## config.mk

```make
export PLATFORM = sky130hd
export DESIGN_NAME = async_request_node_filter
export DESIGN_NICKNAME = d
export VERILOG_FILES = /design/src/include/arnf_pkg.sv /design/src/hw/async_request_node_filter.sv
export VERILOG_INCLUDE_DIRS = /design/src /design/src/include
export SDC_FILE = /design/constraint.sdc
export NUM_CORES = 1
export LEC_CHECK = 0
export BUFFER_PORTS_ARGS = -buffer_cell sky130_fd_sc_hd__buf_2
export CAP_MARGIN = 10
export CELL_PAD_IN_SITES_DETAIL_PLACEMENT = 1
export CELL_PAD_IN_SITES_GLOBAL_PLACEMENT = 1
export CORE_MARGIN = 3
export CORE_UTILIZATION = 30
export CTS_CLUSTER_DIAMETER = 50
export DETAILED_ROUTE_END_ITERATION = 6
export PLACE_DENSITY_LB_ADDON = 0.1
export SLEW_MARGIN = 20
export SYNTH_ARGS = -nofsm -noshare
export SYNTH_HDL_FRONTEND = slang
export SYNTH_SLANG_ARGS = --single-unit
```

## constraint.sdc

```tcl
create_clock -name pclk -period 3.91 [get_ports pclk]
set_input_delay 0.1955 -clock pclk [delete_from_list [all_inputs] [get_ports pclk]]
set_output_delay 0.1955 -clock pclk [all_outputs]
set_load 0.03 [all_outputs]
```

## src/include/arnf_map.svh

```systemverilog
`ifndef ARNF_MAP_SVH
`define ARNF_MAP_SVH

// register byte offsets
`define ARNF_REQ_HI_SET 12'h100
`define ARNF_REQ_HI_CLR 12'h104
`define ARNF_REQ_LO_SET 12'h108
`define ARNF_REQ_LO_CLR 12'h10c
`define ARNF_PHY_HI_SET 12'h110
`define ARNF_PHY_HI_CLR 12'h114
`define ARNF_PHY_LO_SET 12'h118
`define ARNF_PHY_LO_CLR 12'h11c
`define ARNF_LINK_CTRL 12'h120
`define ARNF_BUS_NUMBER 12'h124

// field positions
`define ARNF_ALL_BIT 31
`define ARNF_LINK_EN_BIT 0
`define ARNF_DMA_EN_BIT 1
`define ARNF_BUSNUM_LSB 6
`define ARNF_BUSNUM_MSB 15

// reset values and the no-bit node number
`define ARNF_FILTER_RESET 32'h0000_0000
`define ARNF_CTRL_RESET 2'h0
`define ARNF_BUS_WILDCARD 10'h3ff
`define ARNF_NODE_NONE 6'h3f

// address windows
`define ARNF_PHYS_LIMIT 48'h0000_ffff_ffff
`define ARNF_ROM_FIRST 48'hffff_f000_0400
`define ARNF_ROM_LAST 48'hffff_f000_07ff
`define ARNF_IRM_FIRST 48'hffff_f000_0220
`define ARNF_IRM_LAST 48'hffff_f000_022f

`endif

```

## src/include/arnf_pkg.sv

```systemverilog
package arnf_pkg;

    typedef enum logic [2:0] {
        route_drop = 3'h0,
        route_ignore = 3'h1,
        route_dma = 3'h3,
        route_phys = 3'h2,
        route_autonomous = 3'h6,
        route_response = 3'h7
    } route_type;

    typedef struct packed {
        logic valid;
        logic is_response;
        logic is_quadlet_read;
        logic is_lock;
        logic is_block;
        logic ext_tcode_nonzero;
        logic [15:0] source_id;
        logic [47:0] offset;
    } request_type;

    typedef struct packed {
        logic valid;
        route_type route;
        logic [15:0] source_id;
    } decision_type;

endpackage

```

## src/hw/async_request_node_filter.sv

```systemverilog
`timescale 1ns/10ps
`include "arnf_map.svh"
// Functional notes
// - config ROM quadlet reads, IRM accesses skip filters
// - link enabled: first 1K ROM open
// - responses pass, no filter applied
// - request bit 0: no ack, discard
// - request bit 1: accept and route
// - offsets above physical limit go to DMA
// - DMA context disabled: request ignored
// - node bit admits bus 3FFh or local
// - accept-all bit 31 admits every requester
// - bus reset clears request node bits only
// - request nodes 62:32 high, 31:0 low
// - set and clear addresses read state
// - physical range: bit 0 goes DMA
// - physical bit 1 goes to physical unit
// - lock, extended block always go DMA
// - phys node bit admits 3FFh or local
// - all-buses bit admits foreign bus numbers
// - physical rejects to DMA if enabled
// - bus reset clears whole physical filter
// - physical nodes 62:32 high, 31:0 low
// - set writes ones set, clear clears
// - local bus number forced 3FFh on reset
module async_request_node_filter (
    input wire logic pclk,
    input wire logic presetn,
    input wire logic psel,
    input wire logic penable,
    input wire logic pwrite,
    input wire logic [11:0] paddr,
    input wire logic [31:0] pwdata,
    output logic [31:0] prdata,
    output logic pready,
    output logic pslverr,
    input wire logic bus_reset,
    input wire arnf_pkg::request_type rx_request,
    output arnf_pkg::decision_type decision
);

    // ------------------------------------------------------------
    // helpers
    // ------------------------------------------------------------
    // per-node lookup; node 63 has no bit
    function automatic logic node_hit(input logic [31:0] hi, input logic [31:0] lo, input logic [5:0] node);
        logic [62:0] map;
        map = {hi[30:0], lo};
        if (node == `ARNF_NODE_NONE) begin
            node_hit = 1'b0;
        end else begin
            node_hit = map[node];
        end
    endfunction

    function automatic logic in_window(input logic [47:0] a, input logic [47:0] lo, input logic [47:0] hi);
        in_window = (a >= lo) && (a <= hi);
    endfunction

    // ------------------------------------------------------------
    // state
    // ------------------------------------------------------------
    logic [31:0] req_hi_q;
    logic [31:0] req_hi_d;
    logic [31:0] req_lo_q;
    logic [31:0] req_lo_d;
    logic [31:0] phy_hi_q;
    logic [31:0] phy_hi_d;
    logic [31:0] phy_lo_q;
    logic [31:0] phy_lo_d;
    logic [1:0] ctrl_q;
    logic [1:0] ctrl_d;
    logic [9:0] bus_num_q;
    logic [9:0] bus_num_d;
    logic [31:0] prdata_q;
    logic [31:0] prdata_d;
    logic err_q;
    arnf_pkg::decision_type decision_q;
    arnf_pkg::decision_type decision_d;

    // ------------------------------------------------------------
    // apb decode
    // ------------------------------------------------------------
    wire setup_phase = psel && !penable;
    wire wr_take = psel && penable && pwrite;
    wire hit_req_hi_set = (paddr == `ARNF_REQ_HI_SET);
    wire hit_req_hi_clr = (paddr == `ARNF_REQ_HI_CLR);
    wire hit_req_lo_set = (paddr == `ARNF_REQ_LO_SET);
    wire hit_req_lo_clr = (paddr == `ARNF_REQ_LO_CLR);
    wire hit_phy_hi_set = (paddr == `ARNF_PHY_HI_SET);
    wire hit_phy_hi_clr = (paddr == `ARNF_PHY_HI_CLR);
    wire hit_phy_lo_set = (paddr == `ARNF_PHY_LO_SET);
    wire hit_phy_lo_clr = (paddr == `ARNF_PHY_LO_CLR);
    wire hit_ctrl = (paddr == `ARNF_LINK_CTRL);
    wire hit_bus = (paddr == `ARNF_BUS_NUMBER);
    wire hit_req_hi = hit_req_hi_set || hit_req_hi_clr;
    wire hit_req_lo = hit_req_lo_set || hit_req_lo_clr;
    wire hit_phy_hi = hit_phy_hi_set || hit_phy_hi_clr;
    wire hit_phy_lo = hit_phy_lo_set || hit_phy_lo_clr;
    wire mapped = hit_req_hi || hit_req_lo || hit_phy_hi || hit_phy_lo || hit_ctrl || hit_bus;

    // both addresses of a pair read the same state
    wire [31:0] bus_word = {16'h0000, bus_num_q, 6'h00};
    wire [31:0] read_mux = hit_req_hi ? req_hi_q :
                           hit_req_lo ? req_lo_q :
                           hit_phy_hi ? phy_hi_q :
                           hit_phy_lo ? phy_lo_q :
                           hit_ctrl ? {30'h0000_0000, ctrl_q} :
                           hit_bus ? bus_word : 32'h0000_0000;

    // ------------------------------------------------------------
    // filter register next state
    // ------------------------------------------------------------
    // bus reset outranks a software write in the same cycle
    always_comb begin
        req_hi_d = req_hi_q;
        req_lo_d = req_lo_q;
        phy_hi_d = phy_hi_q;
        phy_lo_d = phy_lo_q;
        ctrl_d = ctrl_q;
        bus_num_d = bus_num_q;
        if (wr_take) begin
            if (hit_req_hi_set) begin
                req_hi_d = req_hi_q | pwdata;
            end
            if (hit_req_hi_clr) begin
                req_hi_d = req_hi_q & ~pwdata;
            end
            if (hit_req_lo_set) begin
                req_lo_d = req_lo_q | pwdata;
            end
            if (hit_req_lo_clr) begin
                req_lo_d = req_lo_q & ~pwdata;
            end
            if (hit_phy_hi_set) begin
                phy_hi_d = phy_hi_q | pwdata;
            end
            if (hit_phy_hi_clr) begin
                phy_hi_d = phy_hi_q & ~pwdata;
            end
            if (hit_phy_lo_set) begin
                phy_lo_d = phy_lo_q | pwdata;
            end
            if (hit_phy_lo_clr) begin
                phy_lo_d = phy_lo_q & ~pwdata;
            end
            if (hit_ctrl) begin
                ctrl_d = pwdata[1:0];
            end
            if (hit_bus) begin
                bus_num_d = pwdata[`ARNF_BUSNUM_MSB:`ARNF_BUSNUM_LSB];
            end
        end
        if (bus_reset) begin
            req_hi_d = {req_hi_q[`ARNF_ALL_BIT], 31'h0000_0000};
            req_lo_d = `ARNF_FILTER_RESET;
            phy_hi_d = `ARNF_FILTER_RESET;
            phy_lo_d = `ARNF_FILTER_RESET;
            bus_num_d = `ARNF_BUS_WILDCARD;
        end
    end

    assign prdata_d = (setup_phase && !pwrite) ? read_mux : prdata_q;

    // ------------------------------------------------------------
    // admission decision
    // ------------------------------------------------------------
    wire [9:0] src_bus = rx_request.source_id[15:6];
    wire [5:0] src_node = rx_request.source_id[5:0];
    wire link_en = ctrl_q[`ARNF_LINK_EN_BIT];
    wire dma_en = ctrl_q[`ARNF_DMA_EN_BIT];
    wire bus_local = (src_bus == `ARNF_BUS_WILDCARD) || (src_bus == bus_num_q);
    wire in_rom = in_window(rx_request.offset, `ARNF_ROM_FIRST, `ARNF_ROM_LAST);
    wire in_irm = in_window(rx_request.offset, `ARNF_IRM_FIRST, `ARNF_IRM_LAST);
    wire bypass = (in_rom && rx_request.is_quadlet_read) || in_irm
                  || (in_rom && link_en);
    wire req_node_ok = bus_local && node_hit(req_hi_q, req_lo_q, src_node);
    wire req_ok = req_hi_q[`ARNF_ALL_BIT] || req_node_ok;
    wire in_phys = (rx_request.offset <= `ARNF_PHYS_LIMIT);
    wire phy_node_ok = bus_local && node_hit(phy_hi_q, phy_lo_q, src_node);
    wire phy_ok = phy_node_ok || (!bus_local && phy_hi_q[`ARNF_ALL_BIT]);
    wire force_dma = rx_request.is_lock || (rx_request.is_block && rx_request.ext_tcode_nonzero);
    wire arnf_pkg::route_type dma_or_ignore = dma_en ? arnf_pkg::route_dma : arnf_pkg::route_ignore;

    always_comb begin
        decision_d.valid = rx_request.valid;
        decision_d.source_id = rx_request.source_id;
        if (rx_request.is_response) begin
            decision_d.route = arnf_pkg::route_response;
        end else if (bypass) begin
            decision_d.route = arnf_pkg::route_autonomous;
        end else if (!req_ok) begin
            decision_d.route = arnf_pkg::route_drop;
        end else if (!in_phys || force_dma) begin
            decision_d.route = dma_or_ignore;
        end else if (phy_ok) begin
            decision_d.route = arnf_pkg::route_phys;
        end else begin
            decision_d.route = dma_or_ignore;
        end
    end

    // ------------------------------------------------------------
    // registers
    // ------------------------------------------------------------
    always_ff @(posedge pclk or negedge presetn) begin
        if (!presetn) begin
            req_hi_q <= `ARNF_FILTER_RESET;
            req_lo_q <= `ARNF_FILTER_RESET;
            phy_hi_q <= `ARNF_FILTER_RESET;
            phy_lo_q <= `ARNF_FILTER_RESET;
            ctrl_q <= `ARNF_CTRL_RESET;
            bus_num_q <= `ARNF_BUS_WILDCARD;
        end else begin
            req_hi_q <= req_hi_d;
            req_lo_q <= req_lo_d;
            phy_hi_q <= phy_hi_d;
            phy_lo_q <= phy_lo_d;
            ctrl_q <= ctrl_d;
            bus_num_q <= bus_num_d;
        end
    end

    always_ff @(posedge pclk or negedge presetn) begin
        if (!presetn) begin
            prdata_q <= 32'h0000_0000;
            err_q <= 1'b0;
            decision_q <= '0;
        end else begin
            prdata_q <= prdata_d;
            err_q <= setup_phase ? !mapped : err_q;
            decision_q <= decision_d;
        end
    end

    assign prdata = prdata_q;
    assign pready = 1'b1;
    assign pslverr = psel && penable && err_q;
    assign decision = decision_q;

    // ------------------------------------------------------------
    // assertions
    // ------------------------------------------------------------
    a_response_pass: assert property (@(posedge pclk) disable iff (!presetn)
        rx_request.valid && rx_request.is_response |=> decision.route == arnf_pkg::route_response)
        else $error("response not passed through");

    a_drop_unknown: assert property (@(posedge pclk) disable iff (!presetn)
        rx_request.valid && !rx_request.is_response && !bypass && !req_ok
        |=> decision.valid && decision.route == arnf_pkg::route_drop)
        else $error("unadmitted request not dropped");

    a_accept_all: assert property (@(posedge pclk) disable iff (!presetn)
        rx_request.valid && !rx_request.is_response && req_hi_q[31]
        |=> decision.route != arnf_pkg::route_drop)
        else $error("accept-all requester dropped");

    a_node63_none: assert property (@(posedge pclk) disable iff (!presetn)
        rx_request.valid && !rx_request.is_response && !bypass && !req_hi_q[31]
        && rx_request.source_id[5:0] == 6'h3f |=> decision.route == arnf_pkg::route_drop)
        else $error("node 63 admitted by node bit");

    a_high_offset_dma: assert property (@(posedge pclk) disable iff (!presetn)
        rx_request.valid && !rx_request.is_response && !bypass && req_ok && !in_phys
        |=> decision.route == ($past(dma_en) ? arnf_pkg::route_dma : arnf_pkg::route_ignore))
        else $error("high offset misrouted");

    a_lock_to_dma: assert property (@(posedge pclk) disable iff (!presetn)
        rx_request.valid && !rx_request.is_response && !bypass && req_ok && rx_request.is_lock
        |=> decision.route != arnf_pkg::route_phys)
        else $error("lock served physically");

    a_phys_route: assert property (@(posedge pclk) disable iff (!presetn)
        rx_request.valid && !rx_request.is_response && !bypass && req_ok && in_phys && !force_dma && phy_ok
        |=> decision.route == arnf_pkg::route_phys)
        else $error("physical request not sent to physical unit");

    a_rom_bypass: assert property (@(posedge pclk) disable iff (!presetn)
        rx_request.valid && !rx_request.is_response && in_rom && rx_request.is_quadlet_read
        |=> decision.route == arnf_pkg::route_autonomous)
        else $error("rom quadlet read filtered");

    a_busrst_req: assert property (@(posedge pclk) disable iff (!presetn)
        bus_reset |=> req_lo_q == 32'h0 && req_hi_q[30:0] == 31'h0 && req_hi_q[31] == $past(req_hi_q[31]))
        else $error("bus reset request filter wrong");

    a_busrst_phys: assert property (@(posedge pclk) disable iff (!presetn)
        bus_reset |=> phy_hi_q == 32'h0 && phy_lo_q == 32'h0 && bus_num_q == 10'h3ff)
        else $error("bus reset physical filter or bus number wrong");

    a_write_set: assert property (@(posedge pclk) disable iff (!presetn)
        wr_take && hit_req_lo_set && !bus_reset |=> (req_lo_q & $past(pwdata)) == $past(pwdata))
        else $error("set write did not set bits");

    a_write_clear: assert property (@(posedge pclk) disable iff (!presetn)
        wr_take && hit_phy_lo_clr |=> (phy_lo_q & $past(pwdata)) == 32'h0)
        else $error("clear write did not clear bits");

    a_read_state: assert property (@(posedge pclk) disable iff (!presetn)
        setup_phase && !pwrite && hit_req_hi_clr |=> prdata == $past(req_hi_q))
        else $error("clear address read wrong");

    a_rom_link_open: assert property (@(posedge pclk) disable iff (!presetn)
        rx_request.valid && !rx_request.is_response && in_rom && link_en
        |=> decision.route == arnf_pkg::route_autonomous)
        else $error("rom window closed while link enabled");

    a_admit_accept: assert property (@(posedge pclk) disable iff (!presetn)
        rx_request.valid && !rx_request.is_response && !bypass && req_ok
        |=> decision.valid && decision.route != arnf_pkg::route_drop)
        else $error("admitted request dropped");

    a_dma_off_ignore: assert property (@(posedge pclk) disable iff (!presetn)
        rx_request.valid && !rx_request.is_response && !bypass && req_ok && !dma_en
        |=> decision.route != arnf_pkg::route_dma)
        else $error("request sent to disabled dma context");

    a_phys_reject_dma: assert property (@(posedge pclk) disable iff (!presetn)
        rx_request.valid && !rx_request.is_response && !bypass && req_ok && in_phys && !phy_ok && dma_en
        |=> decision.route == arnf_pkg::route_dma)
        else $error("physical reject not sent to dma");

    a_block_ext_dma: assert property (@(posedge pclk) disable iff (!presetn)
        rx_request.valid && !rx_request.is_response && !bypass && req_ok && in_phys && dma_en
        && rx_request.is_block && rx_request.ext_tcode_nonzero |=> decision.route == arnf_pkg::route_dma)
        else $error("extended block served physically");

    a_phys_node_low: assert property (@(posedge pclk) disable iff (!presetn)
        rx_request.valid && !rx_request.is_response && !bypass && req_ok && in_phys && !force_dma
        && bus_local && !src_node[5] && phy_lo_q[src_node[4:0]] |=> decision.route == arnf_pkg::route_phys)
        else $error("listed physical node not served");

    a_phys_all_buses: assert property (@(posedge pclk) disable iff (!presetn)
        rx_request.valid && !rx_request.is_response && !bypass && req_ok && in_phys && !force_dma
        && !bus_local && phy_hi_q[31] |=> decision.route == arnf_pkg::route_phys)
        else $error("remote bus physical request not served");

    a_phys_foreign_no: assert property (@(posedge pclk) disable iff (!presetn)
        rx_request.valid && !rx_request.is_response && !bypass && req_ok && !bus_local && !phy_hi_q[31]
        |=> decision.route != arnf_pkg::route_phys)
        else $error("remote bus served without all-buses bit");

    a_req_node_low: assert property (@(posedge pclk) disable iff (!presetn)
        rx_request.valid && !rx_request.is_response && !bypass && bus_local && !src_node[5]
        && req_lo_q[src_node[4:0]] |=> decision.route != arnf_pkg::route_drop)
        else $error("listed requester dropped");

    a_req_foreign_drop: assert property (@(posedge pclk) disable iff (!presetn)
        rx_request.valid && !rx_request.is_response && !bypass && !req_hi_q[31] && !bus_local
        |=> decision.route == arnf_pkg::route_drop)
        else $error("remote bus requester admitted by node bit");

    a_hw_reset_clear: assert property (@(posedge pclk) disable iff (!presetn)
        $rose(presetn) |-> req_hi_q == 32'h0 && req_lo_q == 32'h0 && phy_hi_q == 32'h0 && phy_lo_q == 32'h0)
        else $error("filters not clear after reset");

    a_read_phys_set: assert property (@(posedge pclk) disable iff (!presetn)
        setup_phase && !pwrite && hit_phy_lo_set |=> prdata == $past(phy_lo_q))
        else $error("set address read wrong");

    c_phys: cover property (@(posedge pclk) disable iff (!presetn)
        decision.valid && decision.route == arnf_pkg::route_phys);
    c_drop: cover property (@(posedge pclk) disable iff (!presetn)
        decision.valid && decision.route == arnf_pkg::route_drop);
    c_ignore: cover property (@(posedge pclk) disable iff (!presetn)
        decision.valid && decision.route == arnf_pkg::route_ignore);
    c_busrst: cover property (@(posedge pclk) disable iff (!presetn) bus_reset && req_hi_q[31]);
    c_autonomous: cover property (@(posedge pclk) disable iff (!presetn)
        decision.valid && decision.route == arnf_pkg::route_autonomous);

endmodule

```

==> flow_summary.ini <==
[clock_network]
htreeDepth = 4
cts_setup_buffers = 0
clkTransAtPathRegs_ns = 0.07
insertion_delay_ns = 0.46
cts_root_buf = clkbuf_16
clockBufferDepth = 2
cts-buffers-inserted = 17
cts.sinks = 193
cts_tree = yes

[routing]
wl_per_cell_microns = 22.93
drc = 0
route.vias.total = 8804
via_per_inst = 5.421
ant_nets = 0
dr.pass1.iters = 5
drt-total-wl_mm = 37.25
drtIter0Drc = 562

[synthesis]
syn_nets = 1133
synth_mux_area_frac = 0.1177
synth-seq-area-share = 0.4881
yosysWarnings = 0
synth_top_family_by_area = compound AO/OA/AOI/OAI gates
synth_cells = 1013
synth_xor_area_frac = 0.008828
synth_seq_cells = 193
avgSynthCellArea_sq_um = 9.793
syn_area_sq_um = 9921
synth_edf_count = 0
synth_compound_area_frac = 0.1851
synthSimpleGateAreaFrac = 0.1646
synth-main-ff-cell = dfrtp_1
synthArstFlopShare = 1.000
ys_types = 59
synth_adder_area_share = 0

[floorplan]
die-area_sq_um = 35290
core_sq_um = 32040
start_util = 0.3096
die_h_microns = 187.9
num_rows = 65
die_x_microns = 187.9
pin_count = 174

[critical_path]
r2r_setup_slack_ns = 1.39
worst-endpoint-required_ns = 4.30
cp_cell_sequence = buf_2 -> or4b_1 -> or3_1 -> nor3b_4 -> a21oi_1 -> nor2_2 -> a22o_1
crit_family = simple AND/OR/NAND/NOR gates
cp-end-kind = flip-flop
path_buf_inv = 1
worstPathMaxFanout = 15
max_stage_delay_ns = 0.75
critPathArrivalTime_ns = 3.09
crit_path_start_kind = input port
critPathSlowestCell = nor2_2
crit_type = in -> reg

[timing]
slew_headroom = 0.3016
worst_pin_slew_ns = 1.048
rsz0062_at_grt = false
hold_violations = 0
fmax_mhz = 370.0
report.final.slew_viol_count = 0
fin_ws_ns = 1.207
setup_tns_ns = 0
final-setup-viol-count = 0
fin_skew_ns = 0.01219
min_period_ns = 2.703
final.period_utilization = 0.6913

[global_route]
grtUsageTotal = 0.2153
first_global_vias = 9054
grt_antenna_before_repair = 1
grt_max_degree = 96
grt_pass1_wl_mm = 58.26
grt_overflow_total = 0

[final_layout]
layout.cells.most_common_list = nand2_1, dfrtp_1, buf_2
antenna_cells = 0
drive_gt1_frac = 0.2422
area_growth_pct = 21.58
nets = 1296
layout_commonest_cell = nand2_1

[power_and_ir_drop]
powerDensity_nw_per_um2 = 366.9
ir_worst_vdd_uv = 296.5
total_leakage_power_uw = 0.005630

[place]
port_buffers = 168
dp_hpwl_mm = 25.62
gp_congestion = 0.8017
pre_cts_ws_ns = 0.7205

[run]
maxCapViolCount = 0

[worst_hold_path]
hold_class = in -> reg

[outcome]
status = completed
## Yosys cell counts, types with 12 or more instances
cell type,n,area [sq um]
dfrtp_1,183,4579
mux2i_1,30,300.3
mux4_2,36,810.8
o21ai_0,119,595.6
a21oi_1,53,265.3
a22oi_1,16,120.1
a22o_1,22,192.7
nand2_1,227,852.1
a31oi_1,12,75.07
buf_2,19,95.09
nand3b_1,14,105.1
nor2_1,44,165.2
a211oi_1,34,255.2
clkbuf_1,49,183.9
## flip-flops by register name, summed over array words and instances, names as in the netlist, named ones only
register,count
phy_hi_q,32
bus_num_q,10
err_q,1
ctrl_q,2
decision,20
req_lo_q,32
phy_lo_q,32
req_hi_q,31
prdata,32
## where the power goes
| part | internal [uW] | switching [uW] | leakage (uW) |
|---|---|---|---|
| sequential | 2070 | 64.4 | 0.00254 |
| clock | 917 | 816 | 0.000258 |
| combinational | 213 | 347 | 0.00283 |
## logic make-up (layout without fill, tap and decap cells)
logic type             after synthesis  after routing
flip-flops                         193            193
XOR/XNOR                            10             10
other                                1              1
AO/OA/AOI/OAI                      294            294
buffers and inverters               84            260
multiplexers                        71             71
AND/OR/NAND/NOR                    360            360
## cell type report
type | instances | area [sq um]
clock buffers | 25 | 475.5
clock inverters | 7 | 78.83
fillers | 3710 | 19980
inverters | 6 | 22.52
multi-input cells | 736 | 4771
flip-flops and latches | 193 | 4842
well taps | 435 | 544.3
repair buffers | 222 | 1328
## per-stage QoR
| stage | hold WS (ns) | total power [uW] | instance area [sq um] | instances | utilization |
|---|---|---|---|---|---|
| floorplan | -0.1001 | 2432 | 9921 | 1013 | - |
| global placement | 0.3035 | 2707 | 11220 | 1564 | 0.3503 |
| detailed placement | 0.3084 | 2714 | 11220 | 1564 | 0.3503 |
| CTS | 0.003065 | 4485 | 12060 | 1624 | 0.3763 |
| global route | 0.01030 | 4638 | 12060 | 1624 | 0.3764 |
| finish | 0.02225 | 4425 | 12060 | 1624 | 0.3764 |
## layer usage
metal,share of wire,up-vias,global-route usage,wire length (microns)
met2,0.45,251,0.3284,16880
li1,-,4021,-,-
met5,0.00035,-,0,13
met4,0.013,2,0.05022,475
met3,0.048,28,0.03739,1806
met1,0.49,4502,0.3192,18070
## timing repair
action / 4_1_cts / 5_1_grt
endpoints found under the hold margin: 119 / 0
hold buffers: 28 / 0
resized for setup: 0 / 0
## final timing paths
| check | cells after the start | start | endpoint |
|---|---|---|---|
| max in group asynchronous | 3 | presetn | req_hi_q[15] |
| setup / recovery | 7 | paddr[9] | phy_hi_q[23] |
| min in group asynchronous | 2 | presetn | prdata[1] |
| hold / removal | 2 | pwdata[5] | req_lo_q[5] |
| hold reg to reg | 2 | prdata[28] | prdata[28] |
| setup reg to reg | 8 | req_hi_q[30] | decision[17] |
(Power assumes the default switching activity.)
